===== src/pkg/guard_regs.svh =====
// command codes, setting slots, field positions and reset values of the write guard
`ifndef GUARD_REGS_SVH
`define GUARD_REGS_SVH
`define GD_CODE_PAGE     8'h00
`define GD_CODE_OPER     8'h01
`define GD_CODE_ONOFF    8'h02
`define GD_CODE_LOCK     8'h10
`define GD_CODE_STORE    8'h15
`define GD_CODE_RESTORE  8'h16
`define GD_CODE_PARAM0   8'h21
`define GD_N_SET         8
`define GD_IDX_LOCK      3'h0
`define GD_IDX_OPER      3'h1
`define GD_IDX_ONOFF     3'h2
`define GD_IDX_LAST      3'h7
`define GD_LOCK_ALL      8'h80
`define GD_LOCK_CTRL     8'h40
`define GD_LOCK_CFG      8'h20
`define GD_LOCK_NONE     8'h00
`define GD_SET_RESET     8'h00
`define GD_SB_CML        1
`define GD_CML_IVD       6
`define GD_CML_OTH       1
`endif


===== src/pkg/guard_pkg.sv =====
// types shared by the write guard and its nonvolatile copier
package guard_pkg;
   typedef struct packed {
      logic       valid;
      logic       wr;
      logic [7:0] code;
      logic [7:0] data;
   } cmd_t;
   typedef struct packed {
      logic       req;
      logic       we;
      logic [2:0] addr;
      logic [7:0] wdata;
   } ee_req_t;
   typedef struct packed {
      logic       valid;
      logic       from_restore;
      logic [2:0] idx;
      logic [7:0] data;
   } load_t;
   typedef enum logic [1:0] {JOB_STORE, JOB_LOAD_ALL, JOB_LOAD_UNPROT} job_t;
   typedef enum logic [1:0] {CP_IDLE, CP_ISSUE, CP_WAIT} copier_state_t;
endpackage


===== src/hw/nvm_copier.sv =====
// walks the setting slots in order, copying each to or from the nonvolatile store; a programming fault ends the walk early
`timescale 1ns/1ps
`include "guard_regs.svh"
module nvm_copier (
   input  wire logic                     clk_i,
   input  wire logic                     rst_b_i,
   input  wire logic                     start_i,
   input  wire guard_pkg::job_t          job_i,
   input  wire logic [7:0]               set_data_i,
   input  wire logic                     ee_ack_i,
   input  wire logic                     ee_err_i,
   input  wire logic [7:0]               ee_rdata_i,
   output logic                          busy_o,
   output logic                          fault_o,
   output logic [2:0]                    set_idx_o,
   output guard_pkg::ee_req_t            ee_o,
   output guard_pkg::load_t              load_o
);
   guard_pkg::copier_state_t state, next_state;
   guard_pkg::job_t          job, next_job;
   guard_pkg::ee_req_t       next_ee;
   guard_pkg::load_t         next_load;
   logic [2:0]               next_idx;
   logic                     next_busy, next_fault;

   // sequencer: one store request per slot, held until the store acknowledges
   always_comb begin
      next_state = state;
      next_job   = job;
      next_idx   = set_idx_o;
      next_busy  = busy_o;
      next_fault = 1'b0;
      next_ee    = ee_o;
      next_load  = '0;
      unique case (state)
         guard_pkg::CP_IDLE: begin
            if (start_i) begin
               next_job   = job_i;
               next_idx   = 3'h0;
               next_busy  = 1'b1;
               next_state = guard_pkg::CP_ISSUE;
            end
         end
         guard_pkg::CP_ISSUE: begin
            next_ee.req   = 1'b1;
            next_ee.we    = (job == guard_pkg::JOB_STORE);
            next_ee.addr  = set_idx_o;
            next_ee.wdata = set_data_i;
            next_state    = guard_pkg::CP_WAIT;
         end
         guard_pkg::CP_WAIT: begin
            if (ee_ack_i) begin
               next_ee.req = 1'b0;
               if (ee_err_i) begin
                  // a failed cell aborts the pass; later slots keep old contents
                  next_fault = 1'b1;
                  next_busy  = 1'b0;
                  next_state = guard_pkg::CP_IDLE;
               end else begin
                  if (!ee_o.we) begin
                     next_load.valid        = 1'b1;
                     next_load.from_restore = (job == guard_pkg::JOB_LOAD_UNPROT);
                     next_load.idx          = set_idx_o;
                     next_load.data         = ee_rdata_i;
                  end
                  if (set_idx_o == `GD_IDX_LAST) begin
                     next_busy  = 1'b0;
                     next_state = guard_pkg::CP_IDLE;
                  end else begin
                     next_idx   = set_idx_o + 3'h1;
                     next_state = guard_pkg::CP_ISSUE;
                  end
               end
            end
         end
         default: next_state = guard_pkg::CP_IDLE;
      endcase
   end

   // sequencer registers
   always_ff @(posedge clk_i or negedge rst_b_i) begin
      if (!rst_b_i) begin
         state     <= guard_pkg::CP_IDLE;
         job       <= guard_pkg::JOB_STORE;
         set_idx_o <= 3'h0;
         busy_o    <= 1'b0;
         fault_o   <= 1'b0;
         ee_o      <= '0;
         load_o    <= '0;
      end else begin
         state     <= next_state;
         job       <= next_job;
         set_idx_o <= next_idx;
         busy_o    <= next_busy;
         fault_o   <= next_fault;
         ee_o      <= next_ee;
         load_o    <= next_load;
      end
   end
endmodule // nvm_copier


===== src/hw/write_guard_top.sv =====
// command write guard with lockout levels and store of settings to nonvolatile memory
`timescale 1ns/1ps
`include "guard_regs.svh"
module write_guard_top (
   input  wire logic                 CLK_I,
   input  wire logic                 RST_B_I,
   input  wire guard_pkg::cmd_t      CMD_I,
   input  wire logic                 CLEAR_I,
   input  wire logic                 EE_ACK_I,
   input  wire logic                 EE_ERR_I,
   input  wire logic [7:0]           EE_RDATA_I,
   output logic                      CMD_DONE_O,
   output logic                      CMD_REFUSED_O,
   output logic [7:0]                RD_DATA_O,
   output logic                      BUSY_O,
   output logic [7:0]                STATUS_BYTE_O,
   output logic [7:0]                STATUS_CML_O,
   output logic [7:0]                PAGE_O,
   output logic [7:0]                LOCK_O,
   output logic [7:0]                OPERATION_O,
   output logic [7:0]                ON_OFF_CONFIG_O,
   output guard_pkg::ee_req_t        EE_O
);
   logic [`GD_N_SET-1:0][7:0] settings, next_settings;
   logic [7:0]                page, next_page;
   logic                      next_done, next_refused;
   logic [7:0]                next_rd_data;
   logic [7:0]                next_status_byte, next_status_cml;
   logic                      boot, next_boot;
   logic                      start, next_start;
   guard_pkg::job_t           job, next_job;
   logic                      eng_busy, eng_fault;
   logic [2:0]                eng_idx;
   guard_pkg::load_t          load;
   logic [3:0]                hit_idx;
   logic                      cmd_busy;

   // code of the command that owns a setting slot
   function automatic logic [7:0] set_code(input logic [2:0] idx);
      logic [7:0] code;
      code = `GD_CODE_PARAM0 + {5'h0, idx} - 8'h03;
      if (idx == `GD_IDX_LOCK) code = `GD_CODE_LOCK;
      if (idx == `GD_IDX_OPER) code = `GD_CODE_OPER;
      if (idx == `GD_IDX_ONOFF) code = `GD_CODE_ONOFF;
      return code;
   endfunction

   // slot lookup: hit flag over the slot index
   function automatic logic [3:0] lookup(input logic [7:0] code);
      logic [3:0] res;
      res = 4'h0;
      for (int i = 0; i < `GD_N_SET; i++) begin
         if (set_code(3'(i)) == code) res = {1'b1, 3'(i)};
      end
      return res;
   endfunction

   // more than one of the three lock bits set
   function automatic logic multi_hot(input logic [7:0] d);
      return (d[7] & d[6]) | (d[7] & d[5]) | (d[6] & d[5]);
   endfunction

   // stored form of a lock byte: low bits dropped, invalid data unlocks
   function automatic logic [7:0] sanitize(input logic [7:0] d);
      return multi_hot(d) ? `GD_LOCK_NONE : {d[7:5], 5'h00};
   endfunction

   // whether a write to code passes the given lock byte
   function automatic logic write_ok(input logic [7:0] lock, input logic [7:0] code);
      logic ok;
      ok = 1'b1;
      unique case (lock)
         `GD_LOCK_ALL:  ok = (code == `GD_CODE_LOCK);
         `GD_LOCK_CTRL: ok = (code == `GD_CODE_LOCK) || (code == `GD_CODE_OPER)
                             || (code == `GD_CODE_PAGE);
         `GD_LOCK_CFG:  ok = (code == `GD_CODE_LOCK) || (code == `GD_CODE_OPER)
                             || (code == `GD_CODE_PAGE) || (code == `GD_CODE_ONOFF);
         default:       ok = 1'b1;
      endcase
      return ok;
   endfunction

   assign hit_idx  = lookup(CMD_I.code);
   // the engine owns the slots until its last load lands, so commands are turned away
   assign cmd_busy = boot || start || eng_busy || load.valid;

   // command decode, reload writes and status flags
   always_comb begin
      next_settings    = settings;
      next_page        = page;
      next_done        = 1'b0;
      next_refused     = 1'b0;
      next_rd_data     = RD_DATA_O;
      next_boot        = 1'b0;
      next_start       = 1'b0;
      next_job         = job;
      next_status_cml  = STATUS_CML_O;
      if (boot) begin
         // power-on reload takes every slot, protection does not apply
         next_start = 1'b1;
         next_job   = guard_pkg::JOB_LOAD_ALL;
      end
      if (CLEAR_I) begin
         next_status_cml[`GD_CML_IVD] = 1'b0;
         next_status_cml[`GD_CML_OTH] = 1'b0;
      end
      if (CMD_I.valid) begin
         if (cmd_busy) begin
            next_refused = 1'b1;
         end else if (!CMD_I.wr) begin
            // reads never consult the lock byte
            if (hit_idx[3]) begin
               next_done    = 1'b1;
               next_rd_data = settings[hit_idx[2:0]];
            end else if (CMD_I.code == `GD_CODE_PAGE) begin
               next_done    = 1'b1;
               next_rd_data = page;
            end else begin
               next_refused = 1'b1;
            end
         end else if (CMD_I.code == `GD_CODE_STORE) begin
            next_start = 1'b1;
            next_job   = guard_pkg::JOB_STORE;
            next_done  = 1'b1;
         end else if (CMD_I.code == `GD_CODE_RESTORE) begin
            next_start = 1'b1;
            next_job   = guard_pkg::JOB_LOAD_UNPROT;
            next_done  = 1'b1;
         end else if (!write_ok(settings[`GD_IDX_LOCK], CMD_I.code)) begin
            next_refused = 1'b1;
         end else if (CMD_I.code == `GD_CODE_LOCK) begin
            next_settings[`GD_IDX_LOCK] = sanitize(CMD_I.data);
            next_done = 1'b1;
            if (multi_hot(CMD_I.data)) next_status_cml[`GD_CML_IVD] = 1'b1;
         end else if (hit_idx[3]) begin
            next_settings[hit_idx[2:0]] = CMD_I.data;
            next_done = 1'b1;
         end else if (CMD_I.code == `GD_CODE_PAGE) begin
            next_page = CMD_I.data;
            next_done = 1'b1;
         end else begin
            next_refused = 1'b1;
         end
      end
      // restore leaves protected slots alone; reload overwrites everything
      if (load.valid && (!load.from_restore || write_ok(settings[`GD_IDX_LOCK], set_code(load.idx)))) begin
         next_settings[load.idx] = (load.idx == `GD_IDX_LOCK) ? sanitize(load.data) : load.data;
      end
      if (eng_fault) next_status_cml[`GD_CML_OTH] = 1'b1;
      // summary bit follows the flags so a clear and a new fault never race
      next_status_byte = 8'h00;
      next_status_byte[`GD_SB_CML] = next_status_cml[`GD_CML_IVD] | next_status_cml[`GD_CML_OTH];
   end

   // guard registers
   always_ff @(posedge CLK_I or negedge RST_B_I) begin
      if (!RST_B_I) begin
         settings      <= {`GD_N_SET{`GD_SET_RESET}};
         page          <= 8'h00;
         CMD_DONE_O    <= 1'b0;
         CMD_REFUSED_O <= 1'b0;
         RD_DATA_O     <= 8'h00;
         STATUS_BYTE_O <= 8'h00;
         STATUS_CML_O  <= 8'h00;
         boot          <= 1'b1;
         start         <= 1'b0;
         job           <= guard_pkg::JOB_LOAD_ALL;
      end else begin
         settings      <= next_settings;
         page          <= next_page;
         CMD_DONE_O    <= next_done;
         CMD_REFUSED_O <= next_refused;
         RD_DATA_O     <= next_rd_data;
         STATUS_BYTE_O <= next_status_byte;
         STATUS_CML_O  <= next_status_cml;
         boot          <= next_boot;
         start         <= next_start;
         job           <= next_job;
      end
   end

   // live settings straight from the slot flops and the page register
   assign PAGE_O          = page;
   assign LOCK_O          = settings[`GD_IDX_LOCK];
   assign OPERATION_O     = settings[`GD_IDX_OPER];
   assign ON_OFF_CONFIG_O = settings[`GD_IDX_ONOFF];

   nvm_copier u_copier (
      .clk_i      (CLK_I),
      .rst_b_i    (RST_B_I),
      .start_i    (start),
      .job_i      (job),
      .set_data_i (settings[eng_idx]),
      .ee_ack_i   (EE_ACK_I),
      .ee_err_i   (EE_ERR_I),
      .ee_rdata_i (EE_RDATA_I),
      .busy_o     (BUSY_O),
      .fault_o    (eng_fault),
      .set_idx_o  (eng_idx),
      .ee_o       (EE_O),
      .load_o     (load)
   );
   assign eng_busy = BUSY_O;
endmodule // write_guard_top


===== config.mk =====
export PLATFORM = sky130hd
export DESIGN_NAME = write_guard_top
export DESIGN_NICKNAME = d
export VERILOG_FILES = /design/src/pkg/guard_pkg.sv /design/src/hw/nvm_copier.sv /design/src/hw/write_guard_top.sv
export VERILOG_INCLUDE_DIRS = /design/src /design/src/pkg
export SDC_FILE = /design/constraint.sdc
export NUM_CORES = 1
export LEC_CHECK = 0
export BUFFER_PORTS_ARGS = -buffer_cell sky130_fd_sc_hd__buf_2
export CORE_UTILIZATION = 25
export DETAILED_ROUTE_END_ITERATION = 6
export PLACE_DENSITY_LB_ADDON = 0.2
export SYNTH_ARGS = -nofsm -noshare
export SYNTH_HDL_FRONTEND = slang
export SYNTH_HIERARCHICAL = 1
export SYNTH_SLANG_ARGS = --single-unit

===== constraint.sdc =====
create_clock -name CLK_I -period 2.6 [get_ports CLK_I]
set_input_delay 0.39 -clock CLK_I [delete_from_list [all_inputs] [get_ports CLK_I]]
set_output_delay 0.39 -clock CLK_I [all_outputs]
set_load 0.01 [all_outputs]

==> impl_metrics.csv, run 1 <==
group,metric,value,unit
status,status,"completed",
logic_synthesis,ys_ff_latch,124,
global_routing,gr-usage-all-layers,0.176,
global_routing,grt_pass1_vias,6047,
floorplan,dieArea,30500,sq um
worst_setup_path,crit_path_start_kind,"flop",
cells_and_area,mostFrequentLayoutCells,"dfrtp_1, nor2_1, buf_2",
clock_network,clockBufferDepth,2,
route,routed_wl,26500,um
sta,max_freq,401,MHz
cells_and_area,seq_area,3110,sq um
floorplan,fp.dieW,175,um
cells_and_area,antenna_cells,0,
route,drt_iter0_drc,500,
logic_synthesis,netlist_instances,743,
cells_and_area,drive_gt1_frac,0.299,
route,dr_total_vias,6185,
floorplan,die_h,175,um
sta,setup_viol,0,
sta,timing.final.ws_setup,109,ps
logic_synthesis,yosysUniqueCellTypes,68,
pwr,power-per-cell-area,774,nW/um^2
worst_setup_path,path_max_fanout,11,
logic_synthesis,synth-async-reset-ratio,1.00,
sta,relSlewSlack,0.403,
route,remaining_drc_errors,0,
sta,slew_viol_final,0,
sta,min_period_over_period,0.958,
worst_setup_path,crit_path_start,"LOCK_O[7]$_DFF_PN0_",
clock_network,clkTransAtPathRegs,60,ps
clock_network,clock-sinks,124,
logic_synthesis,synth-edff-count,0,
pwr,leakagePower,4.12,nW
logic_synthesis,ys_warn_count,6,
cells_and_area,n_fill_cell,3069,
clock_network,htree_levels,4,
logic_synthesis,synth_area,7460,sq um
logic_synthesis,synth.avg_cell_area,10.0,sq um
floorplan,boundaryPins,103,
route,route.detailed.wl_per_inst,21.5,um
placed_design,place_area,8420,sq um
floorplan,start_util,0.257,
sta,rsz0062_at_grt,"no",
placed_design,hpwl,19500,um
floorplan,core,29000,sq um
sta,finalHoldViolations,0,
pwr,finalPower,7.00,mW
sta,finalClockSkew,10.9,ps
logic_synthesis,seq_area_frac_synth,0.416,
sta,period_needed,2490,ps
sta,setup-tns-final,0,ps
worst_hold_path,hold_class,"in2reg",
cells_and_area,syn2layout_area_growth,21.3,%
clock_network,cts_tree,"yes",
placed_design,numPortBuffers,89,
flow_run,drv_cap,0,
route,firstDrtPassIters,5,
clock_network,clk_latency,430,ps
cells_and_area,design_area,9050,sq um
global_routing,grt_pass1_wl,39400,um
worst_setup_path,worst_ep_arrival_time,2790,ps
worst_hold_path,min-delay-start,"EE_RDATA_I[1]",
placed_design,pre_cts_ws,128,ps
global_routing,grt_overflow,0,
route,ant_nets,0,
cells_and_area,nNetsFinal,873,
clock_network,cts_made_buffers,17,
logic_synthesis,ys.flop_type,"dfrtp_1",
clock_network,cts_root_buf,"clkbuf_16",
worst_setup_path,cp.required,2900,ps
placed_design,place_congestion,0.871,
worst_setup_path,worstReg2RegStart,"LOCK_O[7]$_DFF_PN0_",
cells_and_area,multi_input_area,3870,sq um
cells_and_area,final_common_cell,"dfrtp_1",
clock_network,post_cts_buffers,0,
worst_setup_path,cp-end-kind,"flop",
worst_setup_path,criticalPathCategory,"reg2reg",
pwr,vdd_drop_max,510,uV
worst_setup_path,reg2reg_slack,110,ps
sta,tightest_slew,895,ps
route,viasPerCell,5.02,
floorplan,row_count,62,
global_routing,grt_max_degree,60,
global_routing,antenna_found_initial,0,
==> per-stage QoR <==
| step | utilization | hold slack, ps | instances |
|---|---|---|---|
| after floorplan | - | 94.4 | 756 |
| after global placement | 0.290 | 424 | 1200 |
| after detailed placement | 0.290 | 419 | 1200 |
| after CTS | 0.312 | 167 | 1233 |
| after global routing | 0.312 | 176 | 1233 |
| final | 0.312 | 181 | 1233 |
==> registers in the layout, summed over array words and instances, names as in the netlist, 2 cells and up <==
name	count
settings	40
u_copier/ee_o	13
u_copier/load_o	13
LOCK_O	8
ON_OFF_CONFIG_O	8
OPERATION_O	8
PAGE_O	8
RD_DATA_O	8
u_copier/set_idx_o	3
STATUS_CML_O	2
job	2
u_copier/job	2
u_copier/state	2
==> cells in the mapped netlist (all sizes together), types with 6 or more instances <==
library cell  number  area [sq um]
a21oi             67           354
a22oi              9          67.6
a31oi              8          50.1
a41oi              9          78.8
and2              19           119
buf               58           394
clkbuf            28           106
dfrtp            122          3050
ha                 6          75.1
inv                9          33.8
mux2              37           417
mux2i             56           561
mux4              16           360
nand2             43           161
nand2b             9          71.3
nand3             22           110
nor2              92           345
nor2b              6          37.5
nor3              11          60.1
nor3b              7          52.6
o2111ai            6          65.1
o21ai             22           114
o221a              8          90.1
o22ai             16           100
==> critical path, stage by stage, from the launching register on <==
cell,delay [ps]
dfrtp_1,570
nor3b_1,590
a211oi_2,180
o211ai_2,670
mux2i_1,260
a21oi_1,100
==> final cells by class <==
cell class | instances | area share
flip-flops and latches | 124 | 0.343
inverters | 9 | 0.00373
clock inverters | 11 | 0.0185
well taps | 384 | 0.0531
multi-input cells | 537 | 0.428
repair buffers | 147 | 0.104
clock buffers | 21 | 0.0498
==> where the power goes <==
part / switching [mW] / internal (mW) / leakage (nW)
Combinational: 1.16 / 0.863 / 2.40
Clock: 0.900 / 1.63 / 0.297
Sequential: 0.307 / 2.15 / 1.43
Total: 2.37 / 4.63 / 4.12
==> final timing paths <==
check | end | cells after the start
worst max-delay path | settings[59]$_DFF_PN0_ | 5
worst min-delay path | u_copier/load_o[1]$_DFF_PN0_ | 2
worst max register to register | settings[59]$_DFF_PN0_ | 5
worst min register to register | STATUS_CML_O[1]$_DFF_PN0_ | 1
max in group asynchronous | job[0]$_DFF_PN1_ | 3
min in group asynchronous | PAGE_O[0]$_DFFE_PN0P_ | 2
==> kinds of logic (layout without fill, tap and decap cells) <==
| group | after synthesis | count (layout) | synth area share |
|---|---|---|---|
| compound gates | 174 | 174 | 0.162 |
| xor+xnor | 3 | 3 | 0.00352 |
| fa+ha+maj | 6 | 6 | 0.0101 |
| buf+inv | 95 | 188 | 0.0716 |
| flops | 124 | 124 | 0.416 |
| mux | 109 | 109 | 0.179 |
| other cells | 1 | 14 | 0.000503 |
| simple gates | 231 | 231 | 0.157 |
==> per-layer routing <==
metal / global-route usage / wire length (um) / part of all wire
met1: 0.251 / 12700 / 0.48
met2: 0.265 / 11800 / 0.45
met3: 0.0339 / 1450 / 0.055
met4: 0.0565 / 508 / 0.019
met5: 0 / 0 / 0
==> repair_timing <==
action	in CTS	in global routing
hold buffers	1	0
hold endpoints to repair	52	0
gates resized for setup	0	0
Note: power is estimated with default switching activity, not from simulation.
==> run 2, diff against run 1 <==
PLACE_DENSITY = 0.51   (was default)
PLACE_DENSITY_LB_ADDON = default   (was 0.2)
==> run 2 against run 1 <==
  * Utilization is 0.10 points lower
  * Worst hold slack got worse by 4.9 ps
  * Global-route usage shrank 0.44 points
  * Register-to-register slack better by 70 ps
  * Largest power group unchanged
  * Combinational power rose by 2%
  * Critical endpoint is now settings[51]$_DFF_PN0_
  * Sequential cell count stayed put
  * Design area shrank 0.33%
  * Count of clock-buffer cells in the layout rose by 1
  * Critical path depth increased by 1
  * Cell count about the same
==> impl_metrics.csv, run 2 (synthesis results as in run 1) <==
group,metric,value,unit
status,status,"completed",
global_routing,grt_overflow,0,
pwr,leakagePower,4.10,nW
sta,rsz0062_at_grt,"no",
worst_hold_path,min-delay-start,"EE_RDATA_I[1]",
sta,max_freq,413,MHz
cells_and_area,final_core_util,0.311,
worst_setup_path,cp-end-kind,"flop",
cells_and_area,final_common_cell,"dfrtp_1",
sta,setup_viol,0,
pwr,pwr-share-seq,0.347,
sta,min_period_over_period,0.931,
clock_network,clockBufferDepth,2,
floorplan,dieArea,30500,sq um
cells_and_area,largest_reg_flops,40,
floorplan,die_h,175,um
clock_network,clkTransAtPathRegs,60,ps
global_routing,antenna_found_initial,0,
global_routing,gr-usage-all-layers,0.171,
sta,setup-tns-final,0,ps
worst_setup_path,cp_slowest_cell,"o211ai_2",
route,viasPerCell,5.00,
flow_run,drv_cap,0,
cells_and_area,largest-register,"settings",
worst_setup_path,worst_ep_arrival_time,2720,ps
worst_hold_path,worstHoldPathCells,2,
cells_and_area,reg_top3,"settings x40, u_copier/ee_o x13, u_copier/load_o x13",
pwr,clkPwrFrac,0.353,
sta,slew_viol_final,0,
route,remaining_drc_errors,0,
clock_network,clock-sinks,124,
worst_setup_path,max_stage_delay,650,ps
global_routing,grt_pass1_vias,5936,
sta,finalHoldViolations,0,
placed_design,numPortBuffers,89,
pwr,p_sw,2.36,mW
route,drt_iter0_drc,463,
cells_and_area,nNetsFinal,871,
pwr,power-per-cell-area,769,nW/um^2
pwr,vdd_drop_max,464,uV
worst_setup_path,path_max_fanout,8,
sta,period_needed,2420,ps
route,ant_nets,0,
route,route.detailed.wl_per_inst,20.9,um
route,dr_total_vias,6158,
cells_and_area,design_area,9020,sq um
sta,finalClockSkew,8.65,ps
sta,tightest_slew,770,ps
clock_network,cts_tree,"yes",
worst_setup_path,reg2reg_slack,180,ps
clock_network,clk_latency,430,ps
sta,holdWs,176,ps
clock_network,htree_levels,4,
worst_hold_path,hold_class,"in2reg",
floorplan,row_count,62,
placed_design,hpwl,19300,um
route,routed_wl,25700,um
floorplan,boundaryPins,103,
pwr,power.share.combinational,0.300,
global_routing,grt_pass1_wl,38600,um
cells_and_area,syn2layout_area_growth,20.9,%
sta,relSlewSlack,0.485,
clock_network,cts_root_buf,"clkbuf_16",
floorplan,fp.dieW,175,um
floorplan,start_util,0.257,
pwr,switching_share,0.340,
worst_hold_path,hold-path-endpoint,"u_copier/load_o[1]$_DFF_PN0_",
clock_network,cts_made_buffers,17,
placed_design,place_area,8400,sq um
worst_setup_path,crit_path_start_kind,"flop",
route,firstDrtPassIters,6,
worst_setup_path,worstReg2RegStart,"LOCK_O[7]$_DFF_PN0_",
worst_setup_path,reg2reg_depth,6,
cells_and_area,mostFrequentLayoutCells,"dfrtp_1, nor2_1, buf_2",
pwr,internal_power,4.58,mW
global_routing,grt_max_degree,40,
floorplan,core,29000,sq um
worst_setup_path,cp.required,2900,ps
cells_and_area,drive_gt1_frac,0.298,
worst_setup_path,rr_endpoint,"settings[51]$_DFF_PN0_",
worst_setup_path,crit_path_cell_trace,"buf_4 -> nor3b_1 -> a211oi_2 -> o211ai_2 -> mux2i_1 -> a21oi_1",
placed_design,place_congestion,0.895,
worst_setup_path,criticalPathCategory,"reg2reg",
[run 2: cell count changes in the layout (fill, tap and decap cells not counted)]
| cell | delta |
|---|---|
| buf_4 | -1 |
| buf_6 | -1 |
| bufinv_16 | -1 |
| clkbuf_8 | +1 |
| clkinv_2 | -1 |
| clkinvlp_4 | +1 |
| diode_2 | +1 |
[run 2: metal layers]
metal	track usage	routed length, um	part of all wire
met1	0.240	11800	0.46
met2	0.261	11800	0.46
met3	0.0359	1710	0.066
met4	0.0562	401	0.016
met5	0	0	0
[run 2: repair_timing]
item / CTS / global route
hold buffers: 1 / 0
gates resized for setup: 0 / 0
hold endpoints to repair: 32 / 0
setup buffers: 0 / 0
[run 2: power groups by stage]
stage	logic (mW)	registers, mW	clock network, mW
5_1_grt	2.25	2.43	2.58
2_1_floorplan	1.32	2.36	0
4_1_cts	2.09	2.40	2.49
3_3_place_gp	2.07	2.43	0
3_5_place_dp	2.08	2.44	0
6_report	2.08	2.41	2.45
[run 2: how the worst max path moves through the flow]
stage / start / endpoint / slack, ps
after detailed placement: CMD_I[12] / settings[28]$_DFF_PN0_ / 100
after global routing: LOCK_O[4]$_DFF_PN0_ / settings[63]$_DFF_PN0_ / 50
final: LOCK_O[7]$_DFF_PN0_ / settings[51]$_DFF_PN0_ / 180
after CTS: LOCK_O[4]$_DFF_PN0_ / settings[62]$_DFF_PN0_ / 210
after global placement: CMD_I[11] / settings[63]$_DFF_PN0_ / 70
after floorplan: u_copier/set_idx_o[0]$_DFFE_PN0P_ / u_copier/ee_o[5]$_DFFE_PN0P_ / 250
[run 2: through the flow]
stage | instances | setup slack, ps | total power, mW
after floorplan | 756 | 249 | 3.68
after global placement | 1198 | 73.4 | 4.50
after detailed placement | 1198 | 98.9 | 4.52
after CTS | 1231 | 206 | 6.98
after global routing | 1231 | 49.9 | 7.26
final | 1232 | 180 | 6.94
[run 2: layout make-up]
class                           instances  area (sq um)
Fill cell                            3039         20000
Multi-Input combinational cell        537          3870
Sequential cell                       124          3110
Timing Repair Buffer                  145           921
Tap cell                              384           480
Clock buffer                           22           464
Clock inverter                         10           140
Inverter                                9          33.8
Antenna cell                            1          2.50
[run 2: critical path: cells and delay by family (launching register included)]
family | cells | cell delay, ps
compound gates | 3 | 970
flops | 1 | 530
mux | 1 | 270
simple gates | 1 | 310
buf+inv | 1 | 200
